==> config.mk <==
export PLATFORM = sky130hd
export DESIGN_NAME = synth_output_cal_regs
export DESIGN_NICKNAME = d
export VERILOG_FILES = /design/src/rtl/synth_cal_pkg.sv /design/src/rtl/synth_output_cal_regs.sv
export SDC_FILE = /design/constraint.sdc
export NUM_CORES = 1
export LEC_CHECK = 0
export BUFFER_PORTS_ARGS = -buffer_cell sky130_fd_sc_hd__buf_4
export CAP_MARGIN = 20
export CORE_MARGIN = 2
export CORE_UTILIZATION = 35
export CTS_CLUSTER_DIAMETER = 80
export DETAILED_ROUTE_END_ITERATION = 8
export GPL_TIMING_DRIVEN = 0
export PLACE_DENSITY_LB_ADDON = 0.2
export SETUP_SLACK_MARGIN = 0.5
export SYNTH_ARGS = -nofsm -noshare
export SYNTH_HDL_FRONTEND = slang
export SYNTH_SLANG_ARGS = --single-unit
==> constraint.sdc <==
create_clock -name sys_clk_i -period 3.3 [get_ports sys_clk_i]
set_input_delay 0.66 -clock sys_clk_i [delete_from_list [all_inputs] [get_ports sys_clk_i]]
set_output_delay 0.66 -clock sys_clk_i [all_outputs]
set_load 0.02 [all_outputs]
==> src/rtl/synth_cal_pkg.sv <==
// constants for the synthesizer output and calibration register slice
package synth_cal_pkg;

    localparam int ADDR_W = 7;
    localparam int DATA_W = 16;
    localparam int CMD_BITS = 8;
    localparam int FRAME_BITS = 24;
    localparam logic [4:0] CMD_BITS_5 = 5'h08;
    localparam logic [4:0] FRAME_BITS_5 = 5'h18;

    // register addresses
    localparam logic [6:0] OUTPUT_LEVEL_SHUTDOWN_MODULATOR = 7'h2e;
    localparam logic [6:0] OUTPUT_A_SOURCE_B_LEVEL = 7'h2f;
    localparam logic [6:0] OUTPUT_B_SOURCE = 7'h30;
    localparam logic [6:0] STATUS_PIN_DRIVE = 7'h3b;
    localparam logic [6:0] LOCK_INDICATOR_CONFIG = 7'h3d;
    localparam logic [6:0] DEFAULT_FILL_CONFIG = 7'h3e;
    localparam logic [6:0] FAST_CALIBRATION_CONFIG = 7'h40;
    localparam logic [6:0] LOCK_AND_CORE_READBACK = 7'h44;
    localparam logic [6:0] CAPACITOR_CODE_READBACK = 7'h45;
    localparam logic [6:0] DAC_CURRENT_READBACK = 7'h46;

    // storage slots of the writable words
    localparam int NUM_CFG = 7;
    localparam logic [2:0] SLOT_LEVEL = 3'h0;
    localparam logic [2:0] SLOT_A_SRC = 3'h1;
    localparam logic [2:0] SLOT_B_SRC = 3'h2;
    localparam logic [2:0] SLOT_DRIVE = 3'h3;
    localparam logic [2:0] SLOT_LOCK_CFG = 3'h4;
    localparam logic [2:0] SLOT_FILL = 3'h5;
    localparam logic [2:0] SLOT_FAST_CAL = 3'h6;

    // field positions (low bit)
    localparam int OUT_A_LEVEL_LSB = 8;
    localparam int OUT_B_SHUTDOWN_POS = 7;
    localparam int OUT_A_SHUTDOWN_POS = 6;
    localparam int MODULATOR_ORDER_LSB = 0;
    localparam int OUT_A_SOURCE_LSB = 11;
    localparam int OUT_B_LEVEL_LSB = 0;
    localparam int OUT_B_SOURCE_LSB = 0;
    localparam int HIGH_DRIVE_POS = 5;
    localparam int LOCK_TYPE_POS = 0;
    localparam int QUICK_AMP_POS = 9;
    localparam int QUICK_FREQ_POS = 8;
    localparam int AMP_STEP_LSB = 5;
    localparam int FREQ_STEP_LSB = 0;
    localparam int TUNING_LOCK_LSB = 9;
    localparam int CORE_CHOICE_LSB = 5;

    // tuning lock readback code meaning locked
    localparam logic [1:0] TUNING_LOCKED = 2'h2;

    // whole-word reset values
    localparam logic [15:0] RST_LEVEL = 16'h0f80;
    localparam logic [15:0] RST_A_SRC = 16'h0000;
    localparam logic [15:0] RST_B_SRC = 16'h0000;
    localparam logic [15:0] RST_DRIVE = 16'h0000;
    localparam logic [15:0] RST_LOCK_CFG = 16'h0001;
    localparam logic [15:0] RST_FILL = 16'h0000;
    localparam logic [15:0] RST_FAST_CAL = 16'h006f;

    typedef enum logic [2:0] {
        SER_IDLE = 3'b001,
        SER_CMD = 3'b010,
        SER_DATA = 3'b100
    } ser_state_t;

endpackage

==> src/rtl/synth_output_cal_regs.sv <==
// serial-programmed output, modulator and calibration register slice
`timescale 1ns/1ps
`default_nettype none

// Behaviour
// - output A level in bits 13:8, reset 15, codes up to 63
// - output B level in bits 5:0, reset zero
// - bit 7 powers down output B buffer, resets to one
// - bit 6 powers down output A buffer, resets to zero
// - modulator order 0 is integer mode, 1 to 4 select order
// - source 0 routes channel divider, 1 the oscillator; host avoids 2, 3
// - high-drive bit 5 strengthens the status pin, resets to zero
// - type zero: status pin high once calibration succeeded
// - type one: status pin high while tuning voltage is locked
// - bit 9 enables quick amplitude cal, bit 8 quick frequency cal
// - amplitude step bits 7:5, reset 3, used while quick amplitude on
// - frequency step bits 3:0, reset 15, used while quick frequency on
// - tuning lock state read back in bits 10:9
// - chosen oscillator core read back in bits 7:5
// - chosen capacitor code read back in bits 7:0
// - chosen dac current code read back in bits 8:0
module synth_output_cal_regs (
    input wire logic sys_clk_i,
    input wire logic rst_i,
    input wire logic ser_clk_i,
    input wire logic ser_sel_n_i,
    input wire logic ser_data_i,
    output logic ser_data_o,
    input wire logic status_pin_select_i,
    input wire logic cal_done_i,
    input wire logic [1:0] tuning_lock_i,
    input wire logic [2:0] core_choice_i,
    input wire logic [7:0] capacitor_code_i,
    input wire logic [8:0] dac_current_i,
    output logic [5:0] out_a_level_o,
    output logic [5:0] out_b_level_o,
    output logic out_a_shutdown_o,
    output logic out_b_shutdown_o,
    output logic [1:0] out_a_source_o,
    output logic [1:0] out_b_source_o,
    output logic integer_mode_o,
    output logic [3:0] modulator_order_o,
    output logic status_pin_high_drive_o,
    output logic status_pin_o,
    output logic quick_amplitude_cal_en_o,
    output logic quick_frequency_cal_en_o,
    output logic [2:0] amplitude_step_o,
    output logic [3:0] frequency_step_o
);
    import synth_cal_pkg::*;
    // bit 3 set means no writable word lives at this address
    function automatic logic [3:0] slot_of(input logic [6:0] addr);
        unique case (addr)
            OUTPUT_LEVEL_SHUTDOWN_MODULATOR: return {1'b0, SLOT_LEVEL};
            OUTPUT_A_SOURCE_B_LEVEL: return {1'b0, SLOT_A_SRC};
            OUTPUT_B_SOURCE: return {1'b0, SLOT_B_SRC};
            STATUS_PIN_DRIVE: return {1'b0, SLOT_DRIVE};
            LOCK_INDICATOR_CONFIG: return {1'b0, SLOT_LOCK_CFG};
            DEFAULT_FILL_CONFIG: return {1'b0, SLOT_FILL};
            FAST_CALIBRATION_CONFIG: return {1'b0, SLOT_FAST_CAL};
            default: return 4'h8;
        endcase
    endfunction
    // serial port state
    ser_state_t state;
    ser_state_t next_state;
    logic sck_q;
    logic sel_n_q;
    logic [4:0] bit_cnt;
    logic [4:0] next_bit_cnt;
    logic [23:0] shift_in;
    logic [23:0] next_shift_in;
    logic [15:0] shift_out;
    logic [15:0] next_shift_out;
    logic sdo;
    logic next_sdo;
    // configuration words and readback words
    logic [15:0] cfg [NUM_CFG];
    logic [15:0] next_cfg [NUM_CFG];
    logic [15:0] rb_lock_core;
    logic [15:0] rb_cap;
    logic [15:0] rb_dac;
    // registered outputs, then combinational edge, frame and address decode signals
    logic status_pin;
    logic next_status_pin;
    logic integer_mode;
    logic next_integer_mode;
    logic [3:0] mod_order;
    logic [3:0] next_mod_order;
    logic [2:0] amp_step;
    logic [2:0] next_amp_step;
    logic [3:0] freq_step;
    logic [3:0] next_freq_step;
    logic sck_rise;
    logic sck_fall;
    logic frame_end;
    logic [3:0] wr_slot;
    logic [3:0] rd_slot;
    logic [15:0] read_word;
    // port pins are treated as synchronous, so one stage of history suffices
    assign sck_rise = ser_clk_i & ~sck_q;
    assign sck_fall = ~ser_clk_i & sck_q;
    assign frame_end = ser_sel_n_i & ~sel_n_q;
    assign wr_slot = slot_of(shift_in[22:16]);
    assign rd_slot = slot_of(next_shift_in[6:0]);

    always_comb
    begin
        read_word = 16'h0000;
        unique case (next_shift_in[6:0])
            LOCK_AND_CORE_READBACK: read_word = rb_lock_core;
            CAPACITOR_CODE_READBACK: read_word = rb_cap;
            DAC_CURRENT_READBACK: read_word = rb_dac;
            default:
            begin
                if (!rd_slot[3])
                begin
                    read_word = cfg[rd_slot[2:0]];
                end
            end
        endcase
    end

    // frame: read flag, 7 address bits, 16 data bits, msb first
    always_comb
    begin
        next_state = state;
        next_bit_cnt = bit_cnt;
        next_shift_in = shift_in;
        next_shift_out = shift_out;
        next_sdo = sdo;
        unique case (state)
            SER_IDLE:
            begin
                next_bit_cnt = 5'h00;
                next_sdo = 1'b0;
                if (!ser_sel_n_i)
                begin
                    next_state = SER_CMD;
                end
            end
            SER_CMD:
            begin
                if (ser_sel_n_i)
                begin
                    next_state = SER_IDLE;
                end
                else if (sck_rise)
                begin
                    next_shift_in = {shift_in[22:0], ser_data_i};
                    next_bit_cnt = bit_cnt + 5'h01;
                    if (next_bit_cnt == CMD_BITS_5)
                    begin
                        next_state = SER_DATA;
                        next_shift_out = read_word;
                    end
                end
            end
            SER_DATA:
            begin
                if (ser_sel_n_i)
                begin
                    next_state = SER_IDLE;
                end
                else
                begin
                    if (sck_rise && bit_cnt != FRAME_BITS_5)
                    begin
                        next_shift_in = {shift_in[22:0], ser_data_i};
                        next_bit_cnt = bit_cnt + 5'h01;
                    end
                    // read flag drifts up as data bits shift in, so follow the count
                    if (sck_fall && shift_in[bit_cnt - 5'h01])
                    begin
                        next_sdo = shift_out[15];
                        next_shift_out = {shift_out[14:0], 1'b0};
                    end
                end
            end
        endcase
    end

    always_ff @(posedge sys_clk_i)
    begin
        if (rst_i)
        begin
            state <= SER_IDLE;
            sck_q <= 1'b0;
            sel_n_q <= 1'b1;
            bit_cnt <= 5'h00;
            shift_in <= 24'h000000;
            shift_out <= 16'h0000;
            sdo <= 1'b0;
        end
        else
        begin
            state <= next_state;
            sck_q <= ser_clk_i;
            sel_n_q <= ser_sel_n_i;
            bit_cnt <= next_bit_cnt;
            shift_in <= next_shift_in;
            shift_out <= next_shift_out;
            sdo <= next_sdo;
        end
    end

    // a write lands only when the frame closes complete
    always_comb
    begin
        for (int i = 0; i < NUM_CFG; i++)
        begin
            next_cfg[i] = cfg[i];
        end
        if (frame_end && bit_cnt == FRAME_BITS_5 && !shift_in[23] && !wr_slot[3])
        begin
            next_cfg[wr_slot[2:0]] = shift_in[15:0];
        end
    end

    always_ff @(posedge sys_clk_i)
    begin
        if (rst_i)
        begin
            cfg[SLOT_LEVEL] <= RST_LEVEL;
            cfg[SLOT_A_SRC] <= RST_A_SRC;
            cfg[SLOT_B_SRC] <= RST_B_SRC;
            cfg[SLOT_DRIVE] <= RST_DRIVE;
            cfg[SLOT_LOCK_CFG] <= RST_LOCK_CFG;
            cfg[SLOT_FILL] <= RST_FILL;
            cfg[SLOT_FAST_CAL] <= RST_FAST_CAL;
        end
        else
        begin
            cfg <= next_cfg;
        end
    end

    // output decode and status pin
    always_comb
    begin
        next_integer_mode = (cfg[SLOT_LEVEL][MODULATOR_ORDER_LSB +: 3] == 3'h0);
        next_mod_order = 4'h0;
        unique case (cfg[SLOT_LEVEL][MODULATOR_ORDER_LSB +: 3])
            3'h1: next_mod_order = 4'h1;
            3'h2: next_mod_order = 4'h2;
            3'h3: next_mod_order = 4'h4;
            3'h4: next_mod_order = 4'h8;
            default: next_mod_order = 4'h0;
        endcase
        next_amp_step = cfg[SLOT_FAST_CAL][QUICK_AMP_POS] ?
            cfg[SLOT_FAST_CAL][AMP_STEP_LSB +: 3] : 3'h0;
        next_freq_step = cfg[SLOT_FAST_CAL][QUICK_FREQ_POS] ?
            cfg[SLOT_FAST_CAL][FREQ_STEP_LSB +: 4] : 4'h0;
        // lock indication on the status pin
        next_status_pin = 1'b0;
        if (status_pin_select_i)
        begin
            if (cfg[SLOT_LOCK_CFG][LOCK_TYPE_POS])
            begin
                next_status_pin = (tuning_lock_i == TUNING_LOCKED);
            end
            else
            begin
                next_status_pin = cal_done_i;
            end
        end
    end

    always_ff @(posedge sys_clk_i)
    begin
        if (rst_i)
        begin
            status_pin <= 1'b0;
            integer_mode <= 1'b1;
            mod_order <= 4'h0;
            amp_step <= 3'h0;
            freq_step <= 4'h0;
            rb_lock_core <= 16'h0000;
            rb_cap <= 16'h0000;
            rb_dac <= 16'h0000;
        end
        else
        begin
            status_pin <= next_status_pin;
            integer_mode <= next_integer_mode;
            mod_order <= next_mod_order;
            amp_step <= next_amp_step;
            freq_step <= next_freq_step;
            rb_lock_core <= {5'h00, tuning_lock_i, 1'b0, core_choice_i, 5'h00};
            rb_cap <= {8'h00, capacitor_code_i};
            rb_dac <= {7'h00, dac_current_i};
        end
    end

    assign ser_data_o = sdo;
    assign out_a_level_o = cfg[SLOT_LEVEL][OUT_A_LEVEL_LSB +: 6];
    assign out_b_level_o = cfg[SLOT_A_SRC][OUT_B_LEVEL_LSB +: 6];
    assign out_b_shutdown_o = cfg[SLOT_LEVEL][OUT_B_SHUTDOWN_POS];
    assign out_a_shutdown_o = cfg[SLOT_LEVEL][OUT_A_SHUTDOWN_POS];
    assign out_a_source_o = cfg[SLOT_A_SRC][OUT_A_SOURCE_LSB +: 2];
    assign out_b_source_o = cfg[SLOT_B_SRC][OUT_B_SOURCE_LSB +: 2];
    assign status_pin_high_drive_o = cfg[SLOT_DRIVE][HIGH_DRIVE_POS];
    assign quick_amplitude_cal_en_o = cfg[SLOT_FAST_CAL][QUICK_AMP_POS];
    assign quick_frequency_cal_en_o = cfg[SLOT_FAST_CAL][QUICK_FREQ_POS];
    assign integer_mode_o = integer_mode;
    assign modulator_order_o = mod_order;
    assign status_pin_o = status_pin;
    assign amplitude_step_o = amp_step;
    assign frequency_step_o = freq_step;

    // checks
    a_reset_defaults: assert property (@(posedge sys_clk_i)
        !rst_i && $past(rst_i) |-> out_a_level_o == 6'h0f && out_b_shutdown_o && !out_a_shutdown_o)
        else $error("level or shutdown default wrong");
    a_b_level_reset: assert property (@(posedge sys_clk_i)
        !rst_i && $past(rst_i) |-> out_b_level_o == 6'h00 && out_b_source_o == 2'h0)
        else $error("output b default wrong");
    a_step_defaults: assert property (@(posedge sys_clk_i)
        !rst_i && $past(rst_i) |-> cfg[SLOT_FAST_CAL][7:5] == 3'h3 && cfg[SLOT_FAST_CAL][3:0] == 4'hf)
        else $error("step defaults wrong");
    a_integer_mode: assert property (@(posedge sys_clk_i) disable iff (rst_i)
        $changed(cfg[SLOT_LEVEL][2:0]) |=> integer_mode_o == (cfg[SLOT_LEVEL][2:0] == 3'h0))
        else $error("integer mode decode wrong");
    a_freq_gate: assert property (@(posedge sys_clk_i) disable iff (rst_i)
        !quick_frequency_cal_en_o ##1 !quick_frequency_cal_en_o |-> frequency_step_o == 4'h0)
        else $error("frequency step not gated");
    a_amp_gate: assert property (@(posedge sys_clk_i) disable iff (rst_i)
        quick_amplitude_cal_en_o ##1 quick_amplitude_cal_en_o
        |-> amplitude_step_o == $past(cfg[SLOT_FAST_CAL][7:5]))
        else $error("amplitude step not passed");
    a_cal_status: assert property (@(posedge sys_clk_i) disable iff (rst_i)
        status_pin_select_i && cal_done_i && !cfg[SLOT_LOCK_CFG][0] |=> status_pin_o)
        else $error("calibration status not shown");
    a_vtune_status: assert property (@(posedge sys_clk_i) disable iff (rst_i)
        status_pin_select_i && cfg[SLOT_LOCK_CFG][0] |=> status_pin_o == ($past(tuning_lock_i) == 2'h2))
        else $error("tuning lock status wrong");
    a_readback_track: assert property (@(posedge sys_clk_i) disable iff (rst_i)
        1'b1 |=> rb_dac[8:0] == $past(dac_current_i) && rb_cap[7:0] == $past(capacitor_code_i))
        else $error("readback not tracking");
    a_core_field: assert property (@(posedge sys_clk_i) disable iff (rst_i)
        1'b1 |=> rb_lock_core[7:5] == $past(core_choice_i) && rb_lock_core[10:9] == $past(tuning_lock_i))
        else $error("lock and core readback misplaced");
    a_cfg_stable: assert property (@(posedge sys_clk_i) disable iff (rst_i)
        !frame_end |=> $stable(cfg[SLOT_FAST_CAL]) && $stable(cfg[SLOT_LEVEL]))
        else $error("configuration changed outside a frame end");
    c_write_frame: cover property (@(posedge sys_clk_i) disable iff (rst_i)
        frame_end && bit_cnt == FRAME_BITS_5 && !shift_in[23]);
    c_read_frame: cover property (@(posedge sys_clk_i) disable iff (rst_i)
        state == SER_DATA && shift_in[bit_cnt - 5'h01] && sck_fall);
    c_lock_shown: cover property (@(posedge sys_clk_i) disable iff (rst_i)
        status_pin_o && cfg[SLOT_LOCK_CFG][0]);

endmodule
`default_nettype wire

Word-level counts from Yosys, hierarchy flattened:

Cells that the tools add are included.
W data, S select, Z words.

* add/subtract/negate cells: 2
* magnitude comparators: 4
* equality and inequality tests: 38
* multiplexer cells: 39
* bitwise logic cells: 11
* reductions and logical operators: 19

Operators by type and width (count)
* $mux W16: 9
* $bwmux W112: 1
* $mux W24: 4
* $eq A7 B6 Y1 const B: 12
* $pmux W4 S7: 2
* $bmux W16 S3: 1
* $demux W16 S3: 1
* $pmux W16 S3: 1
* $pmux W24 S2: 1
* $eq A7 B7 Y1 const B: 5
* $pmux W16 S2: 1
* $mux W5: 4
* $ne A2 B2 Y1 const B: 8
* $pmux W4 S4: 1
* $mux W3: 5
* $pmux W5 S3: 1
* $eq A3 B2 Y1 const B: 3
* $pmux W3 S3: 1
* $ge A4 B4 Y1 const B: 2
* $not A3 Y4: 2
* $reduce_and A4 Y1: 2
* $eq A3 B1 Y1 const B: 2
* $eq A3 B3 Y1 const B: 2
* $logic_and A1 B1 Y1: 6
* 21 further kinds: 36

* register bits: 224
* bits of input ports: 29
* output and inout bits: 35
* logic and storage cells: 139

Depth between registers and ports, before layout:

Gate-level depths: netlist (run 1).

* depth after elaboration: 18
* depth in mapped cells: 14
* mapped depth without buffers: 10

Worst setup path before layout (run 1):

No wires, ideal clock.

* path type: register to register
* from: reg bit_cnt[0]
* to: reg shift_out[8]
* setup time: 123 ps
* data arrival time: 2800 ps
* required time: 3177 ps
* slack: 377 ps
* cell stages (with the launch flop): 14
* buffers on the path: 3
* period minus slack after synthesis: 2923 ps
* cell sequence: dfxtp_1 buf_2 inv_1 ha_1 clkbuf_1 mux4_2 mux2i_1 nor3_1 nor3_1 o21a_1 buf_2 nor2_1 a41oi_1 o21ai_1

* cells in the longest elaborated chain, start to end: 17
* elaborated cells between the ends (all ways): 35
* those cells by class: add/sub: 2; eq/ne: 14; mux: 15; bitwise: 1; reduce/logical: 3

RTL lines
* start, declared: RTL line synth_output_cal_regs.sv:69 `logic [4:0] bit_cnt;`
* start signal, assigned: RTL line synth_output_cal_regs.sv:200 `bit_cnt <= next_bit_cnt;`
* $ne A5 B5 Y1: RTL line synth_output_cal_regs.sv:167 `if (sck_rise && bit_cnt != FRAME_BITS_5)`
* $logic_and A1 B1 Y1: RTL line synth_output_cal_regs.sv:167
* $mux W24: RTL line synth_output_cal_regs.sv:167
* $mux W24: RTL line synth_output_cal_regs.sv:161 `if (ser_sel_n_i)`
* $pmux W24 S2: RTL line synth_output_cal_regs.sv:132 `unique case (state)`
* $eq A7 B7 Y1 / $eq A7 B6 Y1 (equally long branches): RTL line synth_output_cal_regs.sv:53 `unique case (addr)`
* $pmux W4 S7: RTL line synth_output_cal_regs.sv:53
* $not A3 Y4 (implied by the code): RTL line synth_output_cal_regs.sv:118 `read_word = cfg[rd_slot[2:0]];`
* $bmux W16 S3: RTL line synth_output_cal_regs.sv:118
* $mux W16 (implied by the code) (2 in a row): RTL line synth_output_cal_regs.sv:118
* $mux W16: RTL line synth_output_cal_regs.sv:116 `if (!rd_slot[3])`
* $pmux W16 S3: RTL line synth_output_cal_regs.sv:110 `unique case (next_shift_in[6:0])`
* $mux W16: RTL line synth_output_cal_regs.sv:152 `if (next_bit_cnt == CMD_BITS_5)`
* $mux W16: RTL line synth_output_cal_regs.sv:148 `else if (sck_rise)`
* $mux W16: RTL line synth_output_cal_regs.sv:144 `if (ser_sel_n_i)`
* $pmux W16 S2: RTL line synth_output_cal_regs.sv:132
* end signal, assigned: RTL line synth_output_cal_regs.sv:202 `shift_out <= next_shift_out;`
* end, declared: RTL line synth_output_cal_regs.sv:73 `logic [15:0] shift_out;`

Parallel ways exist; a longest one is shown, timed or not. The select of a mux whose other input is x is not followed.
A chain may end at the register's enable or synchronous reset.

Worst setup path after layout (run 1):

Same ends and word-level chain as after synthesis.

==> summary.md, run 1 <==
| Metric | Value |
|---|---|
| Area contributors post-synth | dfxtp_1 (41%), mux2i_1 (9.2%), nand2_1 (5.5%) |
| Drt wl/cell | 21.6 um |
| First drt pass iteration count | 7 |
| Core Region | ~0.027 sq mm |
| Routed via count | between 8000 and 9000 |
| Setup crit start kind | flip-flop |
| Distinct cells, synth | between 80 and 90 |
| Post-route antenna net violation count | 0 |
| Hold_ws | between 400 and 500 ps |
| Pin count of the biggest net entering global routing | 21 |
| Fillers | ~2700 |
| Post-Layout Cell Count | 1575 |
| # nets final | 1253 |
| Seq/Total Area, Yosys | 0.414 |
| First-pass GRT wire length | 50.6 mm |
| Top_reg_cell synth | dfxtp_1 |
| FF/Latch Area | 0.00398 sq mm |
| Num CTS Buffers | 17 |
| DRC | 0 |
| Area Growth Syn to Fin | 27.9% |
| Clk buf depth | 2 |
| Worst endpoint required time | approximately 3600 ps |
| Drt total wl | roughly 34 mm |
| Post-Syn Area | 0.00957 sq mm |
| WS Path Type | flip-flop to flip-flop |
| RSZ-0062 raised after global routing | yes |
| Crit Path Max Fanout | 5 |
| Compound-gate portion of the synthesized area | 0.188 |
| Root Buffer | clkbuf_16 |
| Pwr Density | between 300 and 400 mW/mm^2 |
| Max Fclk | ~340 MHz |
| DP Cell Count | ~1500 |
| Avg Synthesized Cell Area | 8.71 sq um |
| Mapped Nets | 1131 |
| Worst Setup End Kind | flip-flop |
| Worst EP arrival | roughly 3300 ps |
| Post-synth EDFFs | 0 |
| DRT iter0 DRCs | around 800 |
| Min Tclk post-route | approximately 2900 ps |
| Top-area cell type share of the netlist area | 0.414 |
| Largest area contributor in the netlist | dfxtp_1 |
| Multi-input gate area | approximately 0.0056 sq mm |
| Worst-Skew Late Latency | around 450 ps |
| Final hold violations | 0 |
| Setup_tns | 0 ps |
| Final worst slack | 385 ps |
| IO Pins | 64 |
| Setup violators final | 0 |
| Ys Warns | 0 |
| Slew Limit Headroom | 0.443 |
| Pre-CTS setup slack | -414 ps |
| Die H | approximately 170 um |
| Fraction of synthesized cell area in xor and xnor cells | 0.00732 |
| Share of cells above drive strength 1 | 0.277 |
| Mux cell area share after synthesis | 0.129 |
| CTS tree | yes |
| #FFs+latches synth | between 150 and 200 |
| Final GP Congestion | between 0.8 and 0.9 |
| CTS H-tree depth | 4 |
| Gr usage total | 0.235 |
| Leakage | slightly below 5 nW |
| Row count | 60 |
| Grt ovf | 0 |
| Avg Vias per Cell | 5.54 |
| Clk sinks | 198 |
| Ys async rst share | 0 |
| Adder-Cell Fraction of Synth Area | 0.00392 |
| Period utilization | 0.883 |
| Clock-pin slew on the worst setup and hold paths | about 80 ps |
| Worst slew pin tran | just over 800 ps |
| Peak supply drop | 0.336 mV |
| Hold Path Class | input pin to flip-flop |
| Total die area | roughly 0.029 sq mm |
| Ant. Diodes | 0 |
| Vias in the first global route | 8134 |
| Worst Clk Skew | about 14 ps |
| Simple-gate portion of the synthesized area | 0.195 |
| Max Cap Viol | 0 |
| DP HPWL | ~24 mm |
| Port buffer count | 62 |
| Largest family of logic cells by synthesized area | simple AND/OR/NAND/NOR gates |
| Outcome | finished clean |
| Initial antenna violation count | 0 |
| Total power | ~4.7 mW |
| Initial Utilization | 0.356 |
| Max Transition Viols Final | 0 |
| Die width | 169 um |
| Post-Synthesis Cells | between 1000 and 1500 |
[path summary, 6_finish.rpt]
path | to | slack [ps] | cells after the start | start
setup reg to reg | shift_out[8] | 390 | 12 | bit_cnt[0]
hold reg to reg | cfg[39] | 480 | 2 | cfg[39]
hold / removal | rb_cap[5] | 430 | 2 | capacitor_code_i[5]
setup / recovery | shift_out[8] | 390 | 12 | bit_cnt[0]
[cell families (layout without fill, tap and decap cells)]
kind of cell | Yosys count | count (layout)
AOI/OAI and AO/OA | 266 | 266
DFF | 198 | 198
adders and majority gates | 3 | 3
muxes | 113 | 113
buffers and inverters | 120 | 255
xor gates and xnor gates | 8 | 8
and+or+nand+nor | 391 | 391
[cells in the mapped netlist (all sizes together), types with 9 or more instances]
library cell  instances
dfxtp               198
nand2               139
nor2                101
mux2i                88
a21oi                80
o21ai                79
clkbuf               61
buf                  47
nand3                40
nor2b                29
mux2                 19
and2                 15
a221oi               14
inv                  11
nor3                 11
a211oi                9
a21o                  9
and3                  9
[power breakdown]
group	total, mW	leakage [nW]	switching, mW	internal, mW
Clock	2.17	0.288	1.08	1.09
Sequential	2.41	1.60	0.00963	2.40
Combinational	0.152	2.97	0.101	0.0513
[cells in the final DEF (no fill, tap or decap), types with 18 or more instances in the layout]
| cell type | instances |
|---|---|
| dfxtp_1 | 192 |
| nand2_1 | 133 |
| buf_4 | 114 |
| nor2_1 | 94 |
| mux2i_1 | 82 |
| a21oi_1 | 72 |
| o21ai_0 | 58 |
| nand3_1 | 37 |
| clkbuf_1 | 32 |
| nor2b_1 | 29 |
| clkbuf_2 | 19 |
| clkbuf_16 | 19 |
| buf_6 | 18 |
[critical path, cell delays in order (launching register included)]
cell	delay, ps
dfxtp_4	360
buf_8	130
inv_8	50
ha_4	130
nand4b_4	170
a31oi_4	340
buf_6	180
nor3_1	70
nor3_1	560
mux2i_1	310
o211ai_1	190
a41oi_1	220
o21ai_1	80
[flip-flops by register name, indices dropped and copies added (netlist names), 2 cells and up]
name / cells
rb_cap: 8
out_a_level_o: 6
out_a_source_o: 2
out_b_source_o: 2
modulator_order_o: 4
shift_in: 24
bit_cnt: 5
amplitude_step_o: 3
frequency_step_o: 4
out_b_level_o: 6
cfg: 91
shift_out: 16
state: 3
rb_lock_core: 5
rb_dac: 9
[per-layer routing]
metal,track usage,vias up,part of all wire
li1,-,4112,-
met1,0.326,4247,0.46
met2,0.372,304,0.45
met3,0.0326,67,0.056
met4,0.0851,0,0.036
met5,0,-,0
[per-stage QoR]
| stage | cell area, sq um | utilization |
|---|---|---|
| floorplan | 9570 | - |
| global placement | 10500 | 0.389 |
| detailed placement | 10500 | 0.389 |
| CTS | 11600 | 0.431 |
| global route | 12200 | 0.455 |
| finish | 12200 | 0.455 |
[layout make-up]
class                           instances  share of cell area
Tap cell                              341              0.0349
Timing Repair Buffer                  103              0.0723
Inverter                               12             0.00429
Clock buffer                           17              0.0348
Multi-Input combinational cell        781               0.457
Sequential cell                       198               0.325
Buffer                                108              0.0578
Clock inverter                         15              0.0144
[repair_timing]
action | 4_1_cts | 5_1_grt
hold buffers | 0 | 0
setup endpoints to repair | 149 | 127
pin swaps | 15 | 22
resized for setup | 95 | 140
cloned | 1 | 3
buffers inserted | 15 | 22
Note: power is estimated with default switching activity, not from simulation.
==> inputs of run 2 (changes only) <==
--- a/config.mk
+++ b/config.mk
@@ -13,6 +13,7 @@
 export DETAILED_ROUTE_END_ITERATION = 8
 export GPL_TIMING_DRIVEN = 0
 export PLACE_DENSITY_LB_ADDON = 0.2
+export REMOVE_ABC_BUFFERS = 1
 export SETUP_SLACK_MARGIN = 0.5
 export SYNTH_ARGS = -nofsm -noshare
 export SYNTH_HDL_FRONTEND = slang
==> summary.md, run 2 (synthesis results as in run 1) <==
| Metric | Value |
|---|---|
| Met3 WL | 2.15 mm (+13%) |
| Worst-Skew Late Latency | 450 ps (about the same) |
| Drt total wl | 31.7 mm (-6.9%) |
| Num CTS Buffers | 17 (unchanged) |
| Post-Layout Cell Count | 1514 (-3.9%) |
| Setup_tns | 0 ps (unchanged) |
| DRC | 0 (unchanged) |
| Placed inst area | 0.0102 sq mm (-2.6%) |
| Fillers | 2641 (-0.64%) |
| Largest Register | cfg |
| CTS H-tree depth | 4 (unchanged) |
| Clk buf depth | 2 (unchanged) |
| CTS tree | yes |
| Worst endpoint required time | 3620 ps (about the same) |
| DRT iter0 DRCs | 874 (+7.4%) |
| Number of flip-flops under the largest register name | 91 (unchanged) |
| Port buffer count | 63 (+1.6%) |
| Initial antenna violation count | 0 (unchanged) |
| Outcome | finished clean |
| First-pass GRT wire length | 47.6 mm (-6.0%) |
| Gr usage total | 0.217 (-0.0180) |
| IO Pins | 64 (unchanged) |
| Total power | 4.73 mW (-0.25%) |
| Multi-input gate area | 0.00545 sq mm (-2.5%) |
| DP HPWL | 18.7 mm (-21%) |
| Pin count of the biggest net entering global routing | 108 (+410%) |
| Routed via count | 8543 (-2.1%) |
| Drt wl/cell | 20.9 um (-3.2%) |
| # nets final | 1192 (-4.9%) |
| Core Region | 0.0269 sq mm (unchanged) |
| Crit path top cell by count | buf_6 |
| Setup crit start kind | flip-flop |
| Max Fclk | 349 MHz (+1.6%) |
| Clk sinks | 198 (unchanged) |
| Final Cell Area | 0.0119 sq mm (-2.6%) |
| Clock-pin slew on the worst setup and hold paths | 80 ps (about the same) |
| Pre-CTS setup slack | -862 ps (-447 ps) |
| Initial Utilization | 0.356 (unchanged) |
| Most common cell after layout, fill and taps aside | dfxtp_1 |
| Critical-path top delay cell | o2111ai_1 |
| DP Cell Count | 1407 (-6.3%) |
| Max Cap Viol | 0 (unchanged) |
| Die H | 169 um (unchanged) |
| Total die area | 0.0287 sq mm (unchanged) |
| Area Growth Syn to Fin | 24.5% |
| Row count | 60 (unchanged) |
| Setup violators final | 0 (unchanged) |
| Finished Core Util | 0.443 (-0.0120) |
| Top layer in use | met4 |
| WS Path Type | flip-flop to flip-flop |
| Grt ovf | 0 (unchanged) |
| Worst Setup End Kind | flip-flop |
| Share of cells above drive strength 1 | 0.257 (-0.0205) |
| Post-route antenna net violation count | 0 (unchanged) |
| Min Tclk post-route | 2870 ps (-46.2 ps) |
| DR WL met2 | 14.0 mm (-8.4%) |
| FF/Latch Area | 0.00400 sq mm (+0.69%) |
| Slew Limit Headroom | 0.286 (-0.157) |
| Crit Path Max Fanout | 6 (+1) |
| Peak supply drop | 0.299 mV (-11%) |
| Worst slew pin tran | 1070 ps (+241 ps) |
| Ant. Diodes | 0 (unchanged) |
| Avg Vias per Cell | 5.64 (+1.8%) |
| Vias in the first global route | 7846 (-3.5%) |
| Die width | 169 um (unchanged) |
| Metal-1 WL | 14.7 mm (-5.8%) |
| Leakage | 4.68 nW (-3.8%) |
| Worst Clk Skew | 11.6 ps (-1.99 ps) |
| Root Buffer | clkbuf_16 |
| Most frequent cells in the layout | dfxtp_1 (184), nand2_1 (133), buf_4 (114), nor2_1 (94), mux2i_1 (88) |
| Worst EP arrival | 3180 ps (-70 ps) |
| Critical path cell sequence | inv_4 -> ha_4 -> nand4b_4 -> a31oi_4 -> buf_6 -> buf_6 -> o2111ai_1 -> a2111oi_4 -> buf_4 -> a221oi_2 -> a2bb2oi_1 -> o32ai_1 |
| CP top delay family | compound AO/OA/AOI/OAI gates |
| Delay of the slowest critical-path stage | 520 ps (-40 ps) |
| Pwr Density | 397 mW/mm^2 (+2.4%) |
| Max Transition Viols Final | 0 (unchanged) |
| Buf/Inv on CP | 4 (+1) |
| Period utilization | 0.869 (-0.0140) |
| Hold_ws | 418 ps (-8.65 ps) |
| First drt pass iteration count | 5 (-2) |
| Hold Path Class | input pin to flip-flop |
| Final worst slack | 431 ps (+46.2 ps) |
| Final hold violations | 0 (unchanged) |
| Biggest regs | cfg (91), shift_in (24), shift_out (16) |
| Final GP Congestion | 0.817 (-7.4%) |
| RSZ-0062 raised after global routing | yes |
run 2: cell types whose count changed in the layout (fill, tap and decap cells not counted), moves of 7 or more:
cell,before,now
clkbuf_1,32,0
clkbuf_2,19,0
buf_2,10,0
dfxtp_1,192,184
o21ai_0,58,66
dfxtp_4,2,9
run 2: layout make-up:
class	instances	share of cell area
flip-flops and latches	198	0.336
clock buffers	20	0.0392
inverters	12	0.00462
well taps	341	0.0358
repair buffers	143	0.115
multi-input cells	788	0.457
clock inverters	12	0.0115
run 2: path summary, 6_finish.rpt:
| kind | from | endpoint | slack (ps) | cells after the start |
|---|---|---|---|---|
| worst max-delay path | bit_cnt[1] | shift_out[6] | 430 | 12 |
| worst min-delay path | dac_current_i[6] | rb_dac[6] | 420 | 2 |
| worst max register to register | bit_cnt[1] | shift_out[6] | 430 | 12 |
| worst min register to register | cfg[41] | cfg[41] | 470 | 2 |
run 2: what timing repair did:
action                                  4_1_cts  5_1_grt
setup buffers                                37       29
gates cloned                                  5        4
resized for setup                            64       55
endpoints found under the setup margin      145      118
pin swaps                                    20       18
hold buffers                                  0        0
run 2: metal layers:
metal / vias up / track usage
li1: 4004 / -
met1: 4168 / 0.318
met2: 325 / 0.323
met3: 46 / 0.0322
met4: 0 / 0.0747
met5: - / 0
run 2: power breakdown:
group          internal (mW)  switching, mW
combinational         0.0563         0.0879
sequential              2.40         0.0134
clock                   1.13           1.03
total                   3.59           1.14
==> inputs of run 3 (changes only) <==
--- a/config.mk
+++ b/config.mk
@@ -8,7 +8,7 @@
 export BUFFER_PORTS_ARGS = -buffer_cell sky130_fd_sc_hd__buf_4
 export CAP_MARGIN = 20
 export CORE_MARGIN = 2
-export CORE_UTILIZATION = 35
+export CORE_UTILIZATION = 60
 export CTS_CLUSTER_DIAMETER = 80
 export DETAILED_ROUTE_END_ITERATION = 8
 export GPL_TIMING_DRIVEN = 0
==> summary.md, run 3 (synthesis results as in run 1) <==
| Metric | Value |
|---|---|
| Outcome | finished clean |
| Critical path cell sequence | or3b_4 -> a31oi_4 -> buf_6 -> buf_4 -> a211oi_2 -> or3_4 -> a31o_2 -> o2111ai_1 -> a22oi_1 |
| Gr usage total | 0.347 (+0.130) |
| GR peak layer | met2 |
| Total die area | 0.0170 sq mm (-41%) |
| Clk buf depth | 2 (unchanged) |
| Setup_tns | 0 ps (unchanged) |
| Pwr Density | 411 mW/mm^2 (+3.6%) |
| CTS tree | yes |
| CP top delay family | compound AO/OA/AOI/OAI gates |
| Hold Path Class | input pin to flip-flop |
| Final GP Congestion | 0.904 (+11%) |
| Hold_ws | 426 ps (+7.57 ps) |
| Fillers | 1150 (-56%) |
| Met3 Usage GRT | 0.0898 (+0.0576) |
| Worst Clk Skew | 14.2 ps (+2.57 ps) |
| Finished Core Util | 0.731 (+0.288) |
| Max Transition Viols Final | 0 (unchanged) |
| Routed via count | 8652 (+1.3%) |
| Most frequent cells in the layout | dfxtp_1 (183), nand2_1 (133), nor2_1 (94), mux2i_1 (88), buf_4 (86) |
| Period utilization | 0.841 (-0.0284) |
| Worst EP arrival | 3090 ps (-90 ps) |
| Leakage | 4.50 nW (-3.8%) |
| Clk sinks | 198 (unchanged) |
| Area Growth Syn to Fin | 20.1% |
| Avg Vias per Cell | 6.38 (+13%) |
| First-pass GRT wire length | 45.0 mm (-5.4%) |
| Final hold violations | 0 (unchanged) |
| M2 GR Usage | 0.529 (+0.206) |
| DRT iter0 DRCs | 1048 (+20%) |
| DRC | 0 (unchanged) |
| Die H | 130 um (-23%) |
| Worst endpoint required time | 3620 ps (about the same) |
| M1 GR Usage | 0.471 (+0.153) |
| Core Region | 0.0157 sq mm (-42%) |
| Crit Path Max Fanout | 11 (+5) |
| Worst Setup End Kind | flip-flop |
| Max Cap Viol | 0 (unchanged) |
| Share of cells above drive strength 1 | 0.232 (-0.0250) |
| Num CTS Buffers | 17 (unchanged) |
| DP HPWL | 16.4 mm (-12%) |
| Worst-Skew Late Latency | 450 ps (about the same) |
| Critical-path top delay cell | or3_4 |
| Delay of the slowest critical-path stage | 490 ps (-30 ps) |
| Number of flip-flops under the largest register name | 91 (unchanged) |
| Drt wl/cell | 21.5 um (+2.7%) |
| Buf/Inv on CP | 2 (-2) |
| Worst slew pin tran | 842 ps (-228 ps) |
| IO Pins | 64 (unchanged) |
| Biggest regs | cfg (91), shift_in (24), shift_out (16) |
| Grt ovf | 0 (unchanged) |
| WS Path Type | flip-flop to flip-flop |
| Row count | 46 (-23%) |
| RSZ-0062 raised after global routing | yes |
| Most common cell after layout, fill and taps aside | dfxtp_1 |
| Max Fclk | 360 MHz (+3.4%) |
| Post-route antenna net violation count | 0 (unchanged) |
| CTS H-tree depth | 4 (unchanged) |
| Die width | 130 um (-23%) |
| Min Tclk post-route | 2770 ps (-93.6 ps) |
| Setup violators final | 0 (unchanged) |
| Initial antenna violation count | 2 (+2) |
| CTS Hold Bufs | 0 (unchanged) |
| First drt pass iteration count | 6 (+1) |
| Initial Utilization | 0.609 (+0.253) |
| Port buffer count | 63 (unchanged) |
| Largest Register | cfg |
| Clock-pin slew on the worst setup and hold paths | 80 ps (about the same) |
| Root Buffer | clkbuf_16 |
| Peak supply drop | 0.433 mV (+45%) |
| Pin count of the biggest net entering global routing | 100 (-7.4%) |
| Drt total wl | 29.2 mm (-8.0%) |
| Setup crit start kind | flip-flop |
| Slew Limit Headroom | 0.435 (+0.149) |
| # nets final | 1159 (-2.8%) |
| Vias in the first global route | 8162 (+4.0%) |
[run 3: worst register-to-register path, delay by kind of cell (launching register included)]
family | cells | cell delay (ps)
DFF | 1 | 400
and+or+nand+nor | 2 | 910
AOI/OAI and AO/OA | 5 | 1030
buffers and inverters | 2 | 310
[run 3: layer usage]
metal  vias to the layer above  share of wire
met5                         -        0.00027
met4                         2          0.042
li1                       3937              -
met2                       499           0.45
met3                        97           0.11
met1                      4117           0.40
[run 3: power breakdown]
group          switching [mW]  total, mW  internal, mW
Sequential             0.0152       2.42          2.40
Combinational          0.0841      0.137        0.0531
Clock                    1.01       2.17          1.16
[run 3: what timing repair did]
action,CTS,global route
setup endpoints to repair,155,105
gates resized for setup,68,44
pin swaps,19,14
gates cloned,5,0
setup buffers,28,9
[run 3: layout make-up]
| class | instances | area, sq um | area share |
|---|---|---|---|
| antenna | 1 | 2.50 | 0.000218 |
| clock buffer | 18 | 439 | 0.0382 |
| clock inverter | 14 | 165 | 0.0144 |
| inverter | 12 | 47.5 | 0.00414 |
| multi-input combinational | 786 | 5460 | 0.475 |
| sequential | 198 | 4000 | 0.348 |
| tap | 216 | 270 | 0.0235 |
| timing repair buffer | 112 | 1100 | 0.0959 |
[run 3: stage by stage]
| step | cells | setup slack, ps | power [mW] | instance area (sq um) |
|---|---|---|---|---|
| 2_1_floorplan | 991 | -354 | 2.51 | 9010 |
| 6_report | 1357 | 525 | 4.72 | 11500 |
| 5_1_grt | 1356 | 407 | 4.82 | 11500 |
| 3_3_place_gp | 1270 | -1810 | 2.59 | 9750 |
| 3_5_place_dp | 1282 | -1170 | 2.59 | 9980 |
| 4_1_cts | 1347 | 431 | 4.71 | 11200 |
[run 3: path summary, 6_finish.rpt]
| kind | from | end | slack, ps | cells after the start |
|---|---|---|---|---|
| min reg2reg | cfg[41] | cfg[41] | 470 | 2 |
| max | state[1] | shift_out[0] | 530 | 9 |
| min | capacitor_code_i[4] | rb_cap[4] | 430 | 2 |
| max reg2reg | state[1] | shift_out[0] | 530 | 9 |
